### src/rtl/tfm_pkg.sv
// constants shared by the thermal fault and integrity monitor
// assumes a 40 MHz hclk and a 32-bit AHB-Lite register bus
package tfm_pkg;
  // ****************************************
  // register word offsets
  // ****************************************
  localparam logic [4:0] OFF_MAIN_SETUP  = 5'h00;
  localparam logic [4:0] OFF_EVT_ENABLE0 = 5'h04;
  localparam logic [4:0] OFF_WETTING     = 5'h08;
  localparam logic [4:0] OFF_INPUT_MODE  = 5'h0C;
  localparam logic [4:0] OFF_CHECKSUM    = 5'h10;
  localparam logic [4:0] OFF_MISC_STATUS = 5'h14;
  localparam logic [4:0] OFF_EVT_STATUS  = 5'h18;
  // ****************************************
  // field positions and reset values
  // ****************************************
  localparam int MS_GO        = 0;
  localparam int MS_BLK_SRC   = 1;
  localparam int MS_BLK_SNK   = 2;
  localparam int EN_CHK_IRQ   = 4;
  localparam int EV_SWITCH    = 0;
  localparam int EV_WARN      = 1;
  localparam int EV_SHUTDOWN  = 2;
  localparam int EV_PARITY    = 3;
  localparam int EV_CHK_DONE  = 4;
  localparam int NUM_EVT      = 5;
  localparam logic [31:0] RST_EVT_ENABLE0 = 32'h0000_0010;
  localparam logic [23:0] RST_WETTING     = 24'h00_0000;
  localparam logic [7:0]  RST_INPUT_MODE  = 8'h00;
  // ****************************************
  // wetting current codes
  // ****************************************
  localparam logic [2:0] WC_2MA  = 3'h2;
  localparam logic [2:0] WC_10MA = 3'h4;
  localparam logic [2:0] WC_15MA = 3'h5;
  // ****************************************
  // checksum and serial frame
  // ****************************************
  localparam logic [15:0] CRC_POLY = 16'h1021;
  localparam logic [15:0] CRC_SEED = 16'hFFFF;
  localparam logic [15:0] CRC_XOR  = 16'h0000;
  localparam int          CFG_BITS = 128;
  localparam int          FRAME_W  = 32;
endpackage

### src/rtl/tfm_crc_if.sv
// handshake between the monitor core and its checksum engine
// assumes both ends run on hclk
interface tfm_crc_if #(parameter int IW = 7);
  logic          start;
  logic          bit_in;
  logic [IW-1:0] bit_idx;
  logic          done;
  logic [15:0]   result;
  modport eng (input start, input bit_in, output bit_idx, output done, output result);
  modport ctl (output start, output bit_in, input bit_idx, input done, input result);
endinterface

### src/rtl/tfm_crc.sv
// serial crc-16 engine, one configuration bit per clock
// assumes the caller holds the configuration still while it runs
module tfm_crc #(
  parameter int NBITS = tfm_pkg::CFG_BITS,
  parameter int IW    = 7
) (
  // clock and reset
  input wire logic hclk,
  input wire logic hresetn,
  // control side
  tfm_crc_if.eng   crc
);
  typedef enum logic {TFM_IDLE, TFM_RUN} tfm_crc_st_t;
  tfm_crc_st_t   st_q;
  logic [15:0]   sr_q;
  logic [IW-1:0] idx_q;
  logic          done_q;
  logic [15:0]   res_q;
  wire           fb   = sr_q[15] ^ crc.bit_in;
  wire  [15:0]   sr_d = {sr_q[14:0], 1'b0} ^ (fb ? tfm_pkg::CRC_POLY : 16'h0000);
  wire           last = (idx_q == IW'(NBITS - 1));

  assign crc.bit_idx = idx_q;
  assign crc.done    = done_q;
  assign crc.result  = res_q;

  // msb first shift, seeded, no reflection
  always_ff @(posedge hclk or negedge hresetn)
  begin
    if (!hresetn)
    begin
      st_q   <= TFM_IDLE;
      sr_q   <= 16'hFFFF;
      idx_q  <= '0;
      done_q <= 1'b0;
      res_q  <= 16'h0000;
    end
    else
    begin
      done_q <= 1'b0;
      unique case (st_q)
        TFM_IDLE:
        begin
          if (crc.start)
          begin
            sr_q  <= tfm_pkg::CRC_SEED;
            idx_q <= '0;
            st_q  <= TFM_RUN;
          end
        end
        TFM_RUN:
        begin
          sr_q  <= sr_d;
          idx_q <= idx_q + IW'(1);
          if (last)
          begin
            res_q  <= sr_d ^ tfm_pkg::CRC_XOR;
            done_q <= 1'b1;
            st_q   <= TFM_IDLE;
          end
        end
      endcase
    end
  end
endmodule

### src/rtl/tfm_top.sv
// thermal fault handling, serial parity check and config checksum
// assumes an AHB-Lite master, a serial host on sampled pins, and
// level comparator outputs from the analog temperature sensor
// Behaviour
// warning: alert low, event bit, thermal flag
// warning live bit held while condition lasts
// warning derates 10/15 mA settings to 2 mA
// derating held above warning minus hysteresis
// read event register clears it at deselect
// no repeat interrupt while condition persists
// derate block bits skip derating, keep interrupt
// cooling below warning: event, live clear, restore
// shutdown opens all source and sink switches
// shutdown: alert, event, flags, live bits
// serial link and registers survive shutdown
// shutdown held above shutdown minus hysteresis
// leaving shutdown: alert, event, live updates
// after shutdown derate if still warm
// after shutdown restart polling, report first cycle
// outgoing frames carry odd parity
// even parity frame discarded, alert, error event
// parity failure shown in serial status flags
// crc-16 poly 1021, seed FFFF, no reflection
// checksum covers config registers, reserved zero
// checksum go starts; result, event, interrupt
// checksum go reads one while running
// completion interrupt gated by enable bit
// msb first, ascending order, one bit/clock
//
// Decided for this implementation: the AHB-Lite register port and the address map.
module tfm_top #(
  parameter int NCH = 8
) (
  // bus clock and reset
  input  wire logic        hclk,
  input  wire logic        hresetn,
  // ahb-lite slave
  input  wire logic        hsel,
  input  wire logic [31:0] haddr,
  input  wire logic [1:0]  htrans,
  input  wire logic        hwrite,
  input  wire logic [2:0]  hsize,
  input  wire logic [31:0] hwdata,
  input  wire logic        hready,
  output logic             hreadyout,
  output logic [31:0]      hrdata,
  output logic             hresp,
  // serial link from the host
  input  wire logic        sclk,
  input  wire logic        cs_n,
  input  wire logic        si,
  output logic             so,
  output logic             so_oe,
  output logic             alert_n,
  // temperature comparators
  input  wire logic        warn_above,
  input  wire logic        warn_hold,
  input  wire logic        sd_above,
  input  wire logic        sd_hold,
  // polling sequencer
  input  wire logic        poll_cycle_done,
  output logic             poll_restart,
  output logic [3*NCH-1:0] wc_level,
  output logic             wc_switch_on,
  output logic [NCH-1:0]   input_mode
);
  typedef enum logic [1:0] {TFM_NORMAL, TFM_WARN, TFM_SHUTDOWN} tfm_therm_t;

  // ****************************************
  // input synchronisers
  // ****************************************
  logic [6:0] sy1_q;
  logic [6:0] sy2_q;
  logic [1:0] sy3_q;
  // the 200 ns serial clock is slow enough to find edges at 40 MHz
  always_ff @(posedge hclk or negedge hresetn)
  begin
    if (!hresetn)
    begin
      sy1_q <= 7'h50;
      sy2_q <= 7'h50;
      sy3_q <= 2'h2;
    end
    else
    begin
      sy1_q <= {cs_n, sclk, si, warn_above, warn_hold, sd_above, sd_hold};
      sy2_q <= sy1_q;
      sy3_q <= sy2_q[6:5];
    end
  end
  wire cs_s    = sy2_q[6];
  wire sclk_s  = sy2_q[5];
  wire si_s    = sy2_q[4];
  wire w_above = sy2_q[3];
  wire w_hold  = sy2_q[2];
  wire s_above = sy2_q[1];
  wire s_hold  = sy2_q[0];
  wire cs_fall = sy3_q[1] & ~cs_s;
  wire cs_rise = ~sy3_q[1] & cs_s;
  wire sck_up  = ~sy3_q[0] & sclk_s & ~cs_s;
  wire sck_dn  = sy3_q[0] & ~sclk_s & ~cs_s;

  // ****************************************
  // registers
  // ****************************************
  logic                go_q;
  logic                blk_src_q;
  logic                blk_snk_q;
  logic [31:0]         en0_q;
  logic [3*NCH-1:0]    wc_cfg_q;
  logic [NCH-1:0]      mode_q;
  localparam int NUM_EVT = tfm_pkg::NUM_EVT;
  logic [15:0]         chk_q;
  logic [NUM_EVT-1:0]  evt_q;
  tfm_therm_t          st_q;
  wire warn_live = (st_q != TFM_NORMAL);
  wire sd_live   = (st_q == TFM_SHUTDOWN);

  // shared read decode for the bus and the serial link
  function automatic logic [31:0] reg_read(input logic [2:0] idx);
    logic [31:0] v;
    v = 32'h0000_0000;
    unique case (idx)
      3'h0: v = {29'h0, blk_snk_q, blk_src_q, go_q};
      3'h1: v = en0_q;
      3'h2: v = 32'(wc_cfg_q);
      3'h3: v = 32'(mode_q);
      3'h4: v = {16'h0000, chk_q};
      3'h5: v = {30'h0, sd_live, warn_live};
      3'h6: v = 32'(evt_q);
      3'h7: v = 32'h0000_0000;
    endcase
    return v;
  endfunction

  // ****************************************
  // ahb-lite slave, one wait state per access
  // ****************************************
  logic       dp_q;
  logic       dp_wr_q;
  logic [2:0] dp_idx_q;
  logic       dp_map_q;
  logic       hready_q;
  logic [31:0] hrdata_q;
  wire accept  = hsel & htrans[1] & hready;
  wire wr_now  = dp_q & dp_wr_q & dp_map_q;
  wire wr_main = wr_now & (dp_idx_q == tfm_pkg::OFF_MAIN_SETUP[4:2]);
  wire wr_en0  = wr_now & (dp_idx_q == tfm_pkg::OFF_EVT_ENABLE0[4:2]);
  wire wr_wc   = wr_now & (dp_idx_q == tfm_pkg::OFF_WETTING[4:2]);
  wire wr_mode = wr_now & (dp_idx_q == tfm_pkg::OFF_INPUT_MODE[4:2]);
  wire go_start = wr_main & hwdata[tfm_pkg::MS_GO] & ~go_q;
  always_ff @(posedge hclk or negedge hresetn)
  begin
    if (!hresetn)
    begin
      dp_q     <= 1'b0;
      dp_wr_q  <= 1'b0;
      dp_idx_q <= 3'h0;
      dp_map_q <= 1'b0;
      hready_q <= 1'b1;
      hrdata_q <= 32'h0000_0000;
    end
    else
    begin
      dp_q     <= accept;
      hready_q <= ~accept;
      if (accept)
      begin
        dp_wr_q  <= hwrite;
        dp_idx_q <= haddr[4:2];
        dp_map_q <= (haddr[31:5] == 27'h0) & (haddr[4:2] != 3'h7);
      end
      if (dp_q && !dp_wr_q)
        hrdata_q <= dp_map_q ? reg_read(dp_idx_q) : 32'h0000_0000;
    end
  end

  // config storage; reserved bits never stored so they read zero
  always_ff @(posedge hclk or negedge hresetn)
  begin
    if (!hresetn)
    begin
      blk_src_q <= 1'b0;
      blk_snk_q <= 1'b0;
      en0_q     <= tfm_pkg::RST_EVT_ENABLE0;
      wc_cfg_q  <= tfm_pkg::RST_WETTING;
      mode_q    <= tfm_pkg::RST_INPUT_MODE;
    end
    else
    begin
      if (wr_main)
      begin
        blk_src_q <= hwdata[tfm_pkg::MS_BLK_SRC];
        blk_snk_q <= hwdata[tfm_pkg::MS_BLK_SNK];
      end
      if (wr_en0)
        en0_q <= hwdata & (32'h1 << tfm_pkg::EN_CHK_IRQ);
      if (wr_wc)
        wc_cfg_q <= hwdata[3*NCH-1:0];
      if (wr_mode)
        mode_q <= hwdata[NCH-1:0];
    end
  end

  // ****************************************
  // checksum control
  // ****************************************
  tfm_crc_if #(.IW(7)) crc_bus ();
  // config words in ascending address order, reserved bits as zero
  wire [127:0] cfg_vec = {29'h0, blk_snk_q, blk_src_q, go_q, en0_q, 32'(wc_cfg_q), 32'(mode_q)};
  assign crc_bus.start  = go_start;
  assign crc_bus.bit_in = cfg_vec[7'd127 - crc_bus.bit_idx];
  tfm_crc #(.NBITS(tfm_pkg::CFG_BITS), .IW(7)) u_crc (
    .hclk    (hclk),
    .hresetn (hresetn),
    .crc     (crc_bus.eng)
  );
  always_ff @(posedge hclk or negedge hresetn)
  begin
    if (!hresetn)
    begin
      go_q  <= 1'b0;
      chk_q <= 16'h0000;
    end
    else
    begin
      if (crc_bus.done)
      begin
        go_q  <= 1'b0;
        chk_q <= crc_bus.result;
      end
      else if (go_start)
        go_q <= 1'b1;
    end
  end

  // ****************************************
  // thermal state machine
  // ****************************************
  logic warn_evt;
  logic sd_evt;
  logic first_poll_q;
  logic poll_rst_q;
  // events only on state changes, so a standing condition stays quiet
  always_comb
  begin
    warn_evt = 1'b0;
    sd_evt   = 1'b0;
    unique case (st_q)
      TFM_NORMAL:   warn_evt = w_above;
      TFM_WARN:
      begin
        sd_evt   = s_above;
        warn_evt = ~s_above & ~w_hold;
      end
      TFM_SHUTDOWN: sd_evt = ~s_hold;
    endcase
  end
  always_ff @(posedge hclk or negedge hresetn)
  begin
    if (!hresetn)
    begin
      st_q         <= TFM_NORMAL;
      first_poll_q <= 1'b0;
      poll_rst_q   <= 1'b0;
    end
    else
    begin
      poll_rst_q <= 1'b0;
      unique case (st_q)
        TFM_NORMAL:
          if (w_above)
            st_q <= TFM_WARN;
        TFM_WARN:
          if (s_above)
            st_q <= TFM_SHUTDOWN;
          else if (!w_hold)
            st_q <= TFM_NORMAL;
        TFM_SHUTDOWN:
          if (!s_hold)
          begin
            st_q       <= TFM_WARN;
            poll_rst_q <= 1'b1;
          end
      endcase
      if (sd_evt && st_q == TFM_SHUTDOWN)
        first_poll_q <= 1'b1;
      else if (poll_cycle_done)
        first_poll_q <= 1'b0;
    end
  end

  // ****************************************
  // wetting current derating
  // ****************************************
  logic [3*NCH-1:0] wc_d;
  genvar g;
  generate
    for (g = 0; g < NCH; g++)
    begin : g_ch
      // upper half of the channels face the sources, lower the sinks
      wire [2:0] code  = wc_cfg_q[3*g +: 3];
      wire       blk   = (g >= NCH/2) ? blk_src_q : blk_snk_q;
      wire       high  = (code == tfm_pkg::WC_10MA) | (code == tfm_pkg::WC_15MA);
      assign wc_d[3*g +: 3] = (warn_live & ~blk & high) ? tfm_pkg::WC_2MA : code;
    end
  endgenerate

  // ****************************************
  // serial frame engine
  // ****************************************
  logic [31:0] rx_q;
  logic [5:0]  cnt_q;
  logic [31:0] tx_q;
  logic [23:0] resp_q;
  logic        so_q;
  logic        so_oe_q;
  wire frame_full = (cnt_q == 6'(tfm_pkg::FRAME_W));
  wire par_ok     = ^rx_q;
  wire rx_valid   = cs_rise & frame_full & par_ok;
  wire par_bad    = cs_rise & frame_full & ~par_ok;
  wire evt_read   = rx_valid & ~rx_q[31] & (rx_q[30:25] == 6'(tfm_pkg::OFF_EVT_STATUS[4:2]));
  wire therm_flag = evt_q[tfm_pkg::EV_WARN] | evt_q[tfm_pkg::EV_SHUTDOWN] | warn_live;
  wire [30:0] tx_body = {therm_flag, evt_q[tfm_pkg::EV_PARITY], evt_q[tfm_pkg::EV_SWITCH],
                         evt_q[tfm_pkg::EV_CHK_DONE], 3'h0, resp_q};
  wire [31:0] tx_load = {tx_body, ~^tx_body};
  // runs on in shutdown; only registers here, nothing is reset there
  always_ff @(posedge hclk or negedge hresetn)
  begin
    if (!hresetn)
    begin
      rx_q    <= 32'h0000_0000;
      cnt_q   <= 6'h00;
      tx_q    <= 32'h0000_0000;
      resp_q  <= 24'h00_0000;
      so_q    <= 1'b0;
      so_oe_q <= 1'b0;
    end
    else
    begin
      so_oe_q <= ~cs_s;
      if (cs_fall)
      begin
        cnt_q <= 6'h00;
        tx_q  <= tx_load;
        so_q  <= tx_load[31];
      end
      else if (sck_dn)
      begin
        tx_q <= {tx_q[30:0], 1'b0};
        so_q <= tx_q[30];
      end
      if (sck_up && !frame_full)
      begin
        rx_q  <= {rx_q[30:0], si_s};
        cnt_q <= cnt_q + 6'h01;
      end
      if (rx_valid && !rx_q[31])
        resp_q <= 24'(reg_read(rx_q[27:25]));
    end
  end

  // ****************************************
  // event register and alert pin
  // ****************************************
  logic [NUM_EVT-1:0] evt_set;
  logic               alert_q;
  logic               poll_first_done;
  assign poll_first_done = first_poll_q & poll_cycle_done;
  assign evt_set = {crc_bus.done, par_bad, sd_evt, warn_evt, poll_first_done};
  wire irq_new = |(evt_set & {en0_q[tfm_pkg::EN_CHK_IRQ], 4'hF});
  // a new event in the clearing cycle survives the clear
  always_ff @(posedge hclk or negedge hresetn)
  begin
    if (!hresetn)
    begin
      evt_q   <= '0;
      alert_q <= 1'b0;
    end
    else
    begin
      evt_q   <= (evt_read ? '0 : evt_q) | evt_set;
      alert_q <= (alert_q & ~evt_read) | irq_new;
    end
  end

  // ****************************************
  // outputs
  // ****************************************
  logic [3*NCH-1:0] wc_q;
  logic             wc_on_q;
  always_ff @(posedge hclk or negedge hresetn)
  begin
    if (!hresetn)
    begin
      wc_q    <= '0;
      wc_on_q <= 1'b1;
    end
    else
    begin
      wc_q    <= wc_d;
      wc_on_q <= ~sd_live & ~(sd_evt & ~sd_live);
    end
  end
  assign hreadyout    = hready_q;
  assign hrdata       = hrdata_q;
  assign hresp        = 1'b0;
  assign so           = so_q;
  assign so_oe        = so_oe_q;
  assign alert_n      = ~alert_q;
  assign poll_restart = poll_rst_q;
  assign wc_level     = wc_q;
  assign wc_switch_on = wc_on_q;
  assign input_mode   = mode_q;
endmodule

### config.mk
export PLATFORM = sky130hd
export DESIGN_NAME = tfm_top
export DESIGN_NICKNAME = d
export VERILOG_FILES = /design/src/rtl/tfm_pkg.sv /design/src/rtl/tfm_crc_if.sv /design/src/rtl/tfm_crc.sv /design/src/rtl/tfm_top.sv
export SDC_FILE = /design/constraint.sdc
export NUM_CORES = 1
export LEC_CHECK = 0
export BUFFER_PORTS_ARGS = -buffer_cell sky130_fd_sc_hd__buf_2
export CORE_ASPECT_RATIO = 0.5
export CORE_MARGIN = 2
export CORE_UTILIZATION = 58
export DETAILED_ROUTE_END_ITERATION = 10
export GPL_ROUTABILITY_DRIVEN = 0
export PLACE_DENSITY = 0.8
export SYNTH_ARGS = -nofsm -noshare
export SYNTH_HDL_FRONTEND = slang
export SYNTH_SLANG_ARGS = --single-unit
### constraint.sdc
create_clock -name hclk -period 2.5 [get_ports hclk]
set_input_delay 0.125 -clock hclk [delete_from_list [all_inputs] [get_ports hclk]]
set_output_delay 0.125 -clock hclk [all_outputs]
set_load 0.02 [all_outputs]
==> summary.txt <==
Status - finished, final reports clean
Clock slew at reported path FFs - 0.07 ns
Setup TNS - 0 ns
Largest net degree at the start of global routing - 72
CTS H-Tree Depth - 1
Ratio of final minimum period to clock period - 93.29%
Top post-synthesis cells by area - dfrtp_1 (51%), mux2_2 (11%), dfstp_2 (5.2%)
Final wirelength - 27930 um
N_diodes - 0
Dominant cell type by area after synthesis - dfrtp_1
I/O Pins - 153
Maxcap violations - 0
Final setup vio count - 0
# Post-CTS Setup Buffers - 0
Worst path slowest cell - or4b_2
First-pass GRT wire length - 45200 um
Syn-to-layout area delta - 18.98%
Met3 Wirelength - 1652 um
Hold worst-path end - hreadyout
CP startpoint kind - register
Post-Route Utilization - 70.22%
Data required, critical path - 2.89 ns
Worst-path cell chain - inv_1, ha_1, and4b_1, or4b_2, buf_12, mux2_2
RSZ-0062 raised after global routing - no
Overall Global Routing Usage - 25.64%
Clock Path Buffers - 3
CP Max Fanout - 32
Crit path time final - 2.332 ns
Number of flops mapped to enable cells by yosys - 0
Yosys top cell area share - 50.86%
Die H - 106.2 um
Fmax - 428.8 MHz
CTS Buf Count - 24
Met2 Wirelength - 13180 um
Post-Syn Area - 12100 um^2
Final hold violations - 0
Fin nets - 1269
Main synth FF type - dfrtp_1
Fill count - 1379
CTS Sinks - 270
Top Family by Delay on Critical Path - simple AND/OR/NAND/NOR gates
Wl on met1 - 12350 um
Root Driver - clkbuf_16
Yosys warning count - 0
Reg2Reg Depth - 6
Setup Skew - 0.01340 ns
Initial antenna violation count - 0
Worst hold path class - in -> reg
DRT iter0 DRCs - 772
DR top layer - met4
Leak - 6.774 nW
Avg Vias per Cell - 5.824
Pwr Density - 710.2 nW/um^2
Core ar. - 20510 um^2
DRC viols - 0
Area taken by multi-input logic gates - 4906 um^2
Initial Util - 59.02%
WL/cell - 19.00 um
R2R Path End - rx_q[27]
Asr flop ratio synth - 100.0%
Row cnt - 37
PortBufs - 129
Syn Area/Cell - 12.12 um^2
Overflow after GRT - 0
WP depth - 6
Number of global-route vias before repair - 8567
Register area share after synthesis - 56.07%
CP Capture Type - register
Area of the die - 22110 um^2
Netlist cell types - 54
Worst Max-Slew Pin Slew - 1.038 ns
Post-synthesis register bit count - 270
Initial DRT Pass Iterations - 5
Post-Synthesis Cells - 999
Routed Antenna Nets - 0
CP Buf/Inv Count - 2
Slowest stage delay, CP - 0.80 ns
Post-DP HPWL - 19130 um
VDD IR-drop max - 0.4260 mV
Hold_sp - hsel
Most common cell in the netlist - dfrtp_1
Clk Latency, worst-skew pair - 0.52 ns
Seq. cell area - 6788 um^2
Slew Limit Headroom - 30.69%
CP Data Arrival Time - 2.73 ns
FF-to-FF setup slack - 0.17 ns
Fraction of layout cells with a size suffix above 1 - 30.49%
FF-to-FF Start - cnt_q[0]
DR vias - 8561
Count of pins over their slew limit - 0
WHS Path Cells - 2
CTS tree - built
Setup CP Type - reg -> reg
Synth cell count leaders - dfrtp_1 (246), mux2_2 (119), nand2_1 (79)
Chip width - 208.3 um
[final cells by class]
| type | instances | area share [%] |
|---|---|---|
| flip-flops and latches | 270 | 47.13 |
| inverters | 40 | 1.043 |
| well taps | 273 | 2.372 |
| multi-input cells | 634 | 34.07 |
| repair buffers | 211 | 9.939 |
| clock inverters | 9 | 0.5474 |
| clock buffers | 33 | 4.900 |
[report_power, final]
group,internal (mW),switching [mW]
Sequential,4.61,0.203
Combinational,0.794,0.946
Clock,2.08,1.60
[worst register-to-register path: stages, from the launching register on]
cell and delay, ns:
dfrtp_1 0.40, inv_1 0.06, ha_1 0.19, and4b_1 0.22, or4b_2 0.80, buf_12 0.25
mux2_2 0.30
[layout by cell type (no fill, tap or decap), types with 4 or more instances in the layout]
cell type,Yosys,routed
a21oi_1,15,15
a22o_1,27,27
a22oi_1,34,34
a31oi_1,7,7
buf_12,0,4
buf_2,11,128
buf_4,9,34
clkbuf_16,0,25
clkbuf_8,0,5
clkinv_2,0,5
conb_1,1,9
dfrtp_1,246,245
dfstp_2,24,24
dlygate4sd3_1,0,44
ha_1,6,6
inv_1,40,40
mux2_2,119,119
mux2i_1,51,51
mux4_2,9,9
nand2_1,79,79
nand2b_1,13,13
nand3_1,11,11
nand4_1,4,4
nor2_1,39,39
nor2b_1,8,7
nor4_1,8,8
o21a_1,8,8
o21ai_0,61,61
o22a_1,4,4
o22ai_1,6,6
o31a_1,9,9
xnor2_1,56,56
xor2_1,10,10
[stage by stage]
step	total power, mW	setup WS, ns	instances	instance area (um^2)	hold WS, ns
floorplan	5.925	0.3351	1007	12130	-0.1706
global placement	6.490	0.07834	1384	13180	0.1281
detailed placement	6.537	0.06130	1384	13180	0.1281
CTS	10.27	0.04477	1470	14400	0.003511
global route	10.63	0.01237	1470	14400	0.04579
finish	10.23	0.1677	1470	14400	0.01785
[what timing repair did]
action                                  4_1_cts  5_1_grt
endpoints found under the setup margin        0        6
resized for setup                             0        1
hold buffers                                 44        0
endpoints found under the hold margin       117        0
[per-layer routing]
| metal | up-vias | GRT usage [%] |
|---|---|---|
| met5 | - | 0 |
| met3 | 67 | 3.929 |
| met2 | 297 | 40.95 |
| met4 | 0 | 7.194 |
| met1 | 4317 | 37.01 |
| li1 | 3880 | - |
[how the worst max path moves through the flow]
stage                    startpoint              endpoint  slack, ns
6_report                   cnt_q[0]              rx_q[27]       0.17
3_3_place_gp   u_crc.crc.bit_idx[0]  u_crc.crc.result[12]       0.08
5_1_grt                    rx_q[17]            resp_q[18]       0.01
4_1_cts        u_crc.crc.bit_idx[0]  u_crc.crc.result[12]       0.04
3_5_place_dp   u_crc.crc.bit_idx[0]  u_crc.crc.result[12]       0.06
2_1_floorplan              cnt_q[0]              cnt_q[2]       0.34
[registers in the layout (all words and copies together) (netlist names), 16 cells and up]
name,count
u_crc.crc.result,16
resp_q,24
rx_q,32
u_crc.sr_q,16
chk_q,16
tx_q,31
hrdata,24
wc_cfg_q,24
wc_level,24
[kinds of logic (layout without fill, tap and decap cells)]
kind of cell,after synthesis,in the layout,synth area share (%)
DFF,270,270,56.07
AOI/OAI and AO/OA,191,191,10.70
and+or+nand+nor,182,182,6.998
muxes,179,179,16.96
buffers and inverters,103,293,3.711
xor gates and xnor gates,67,67,4.910
adders and majority gates,6,6,0.6202
other,1,9,0.03098
Note: power is estimated with default switching activity, not from simulation.
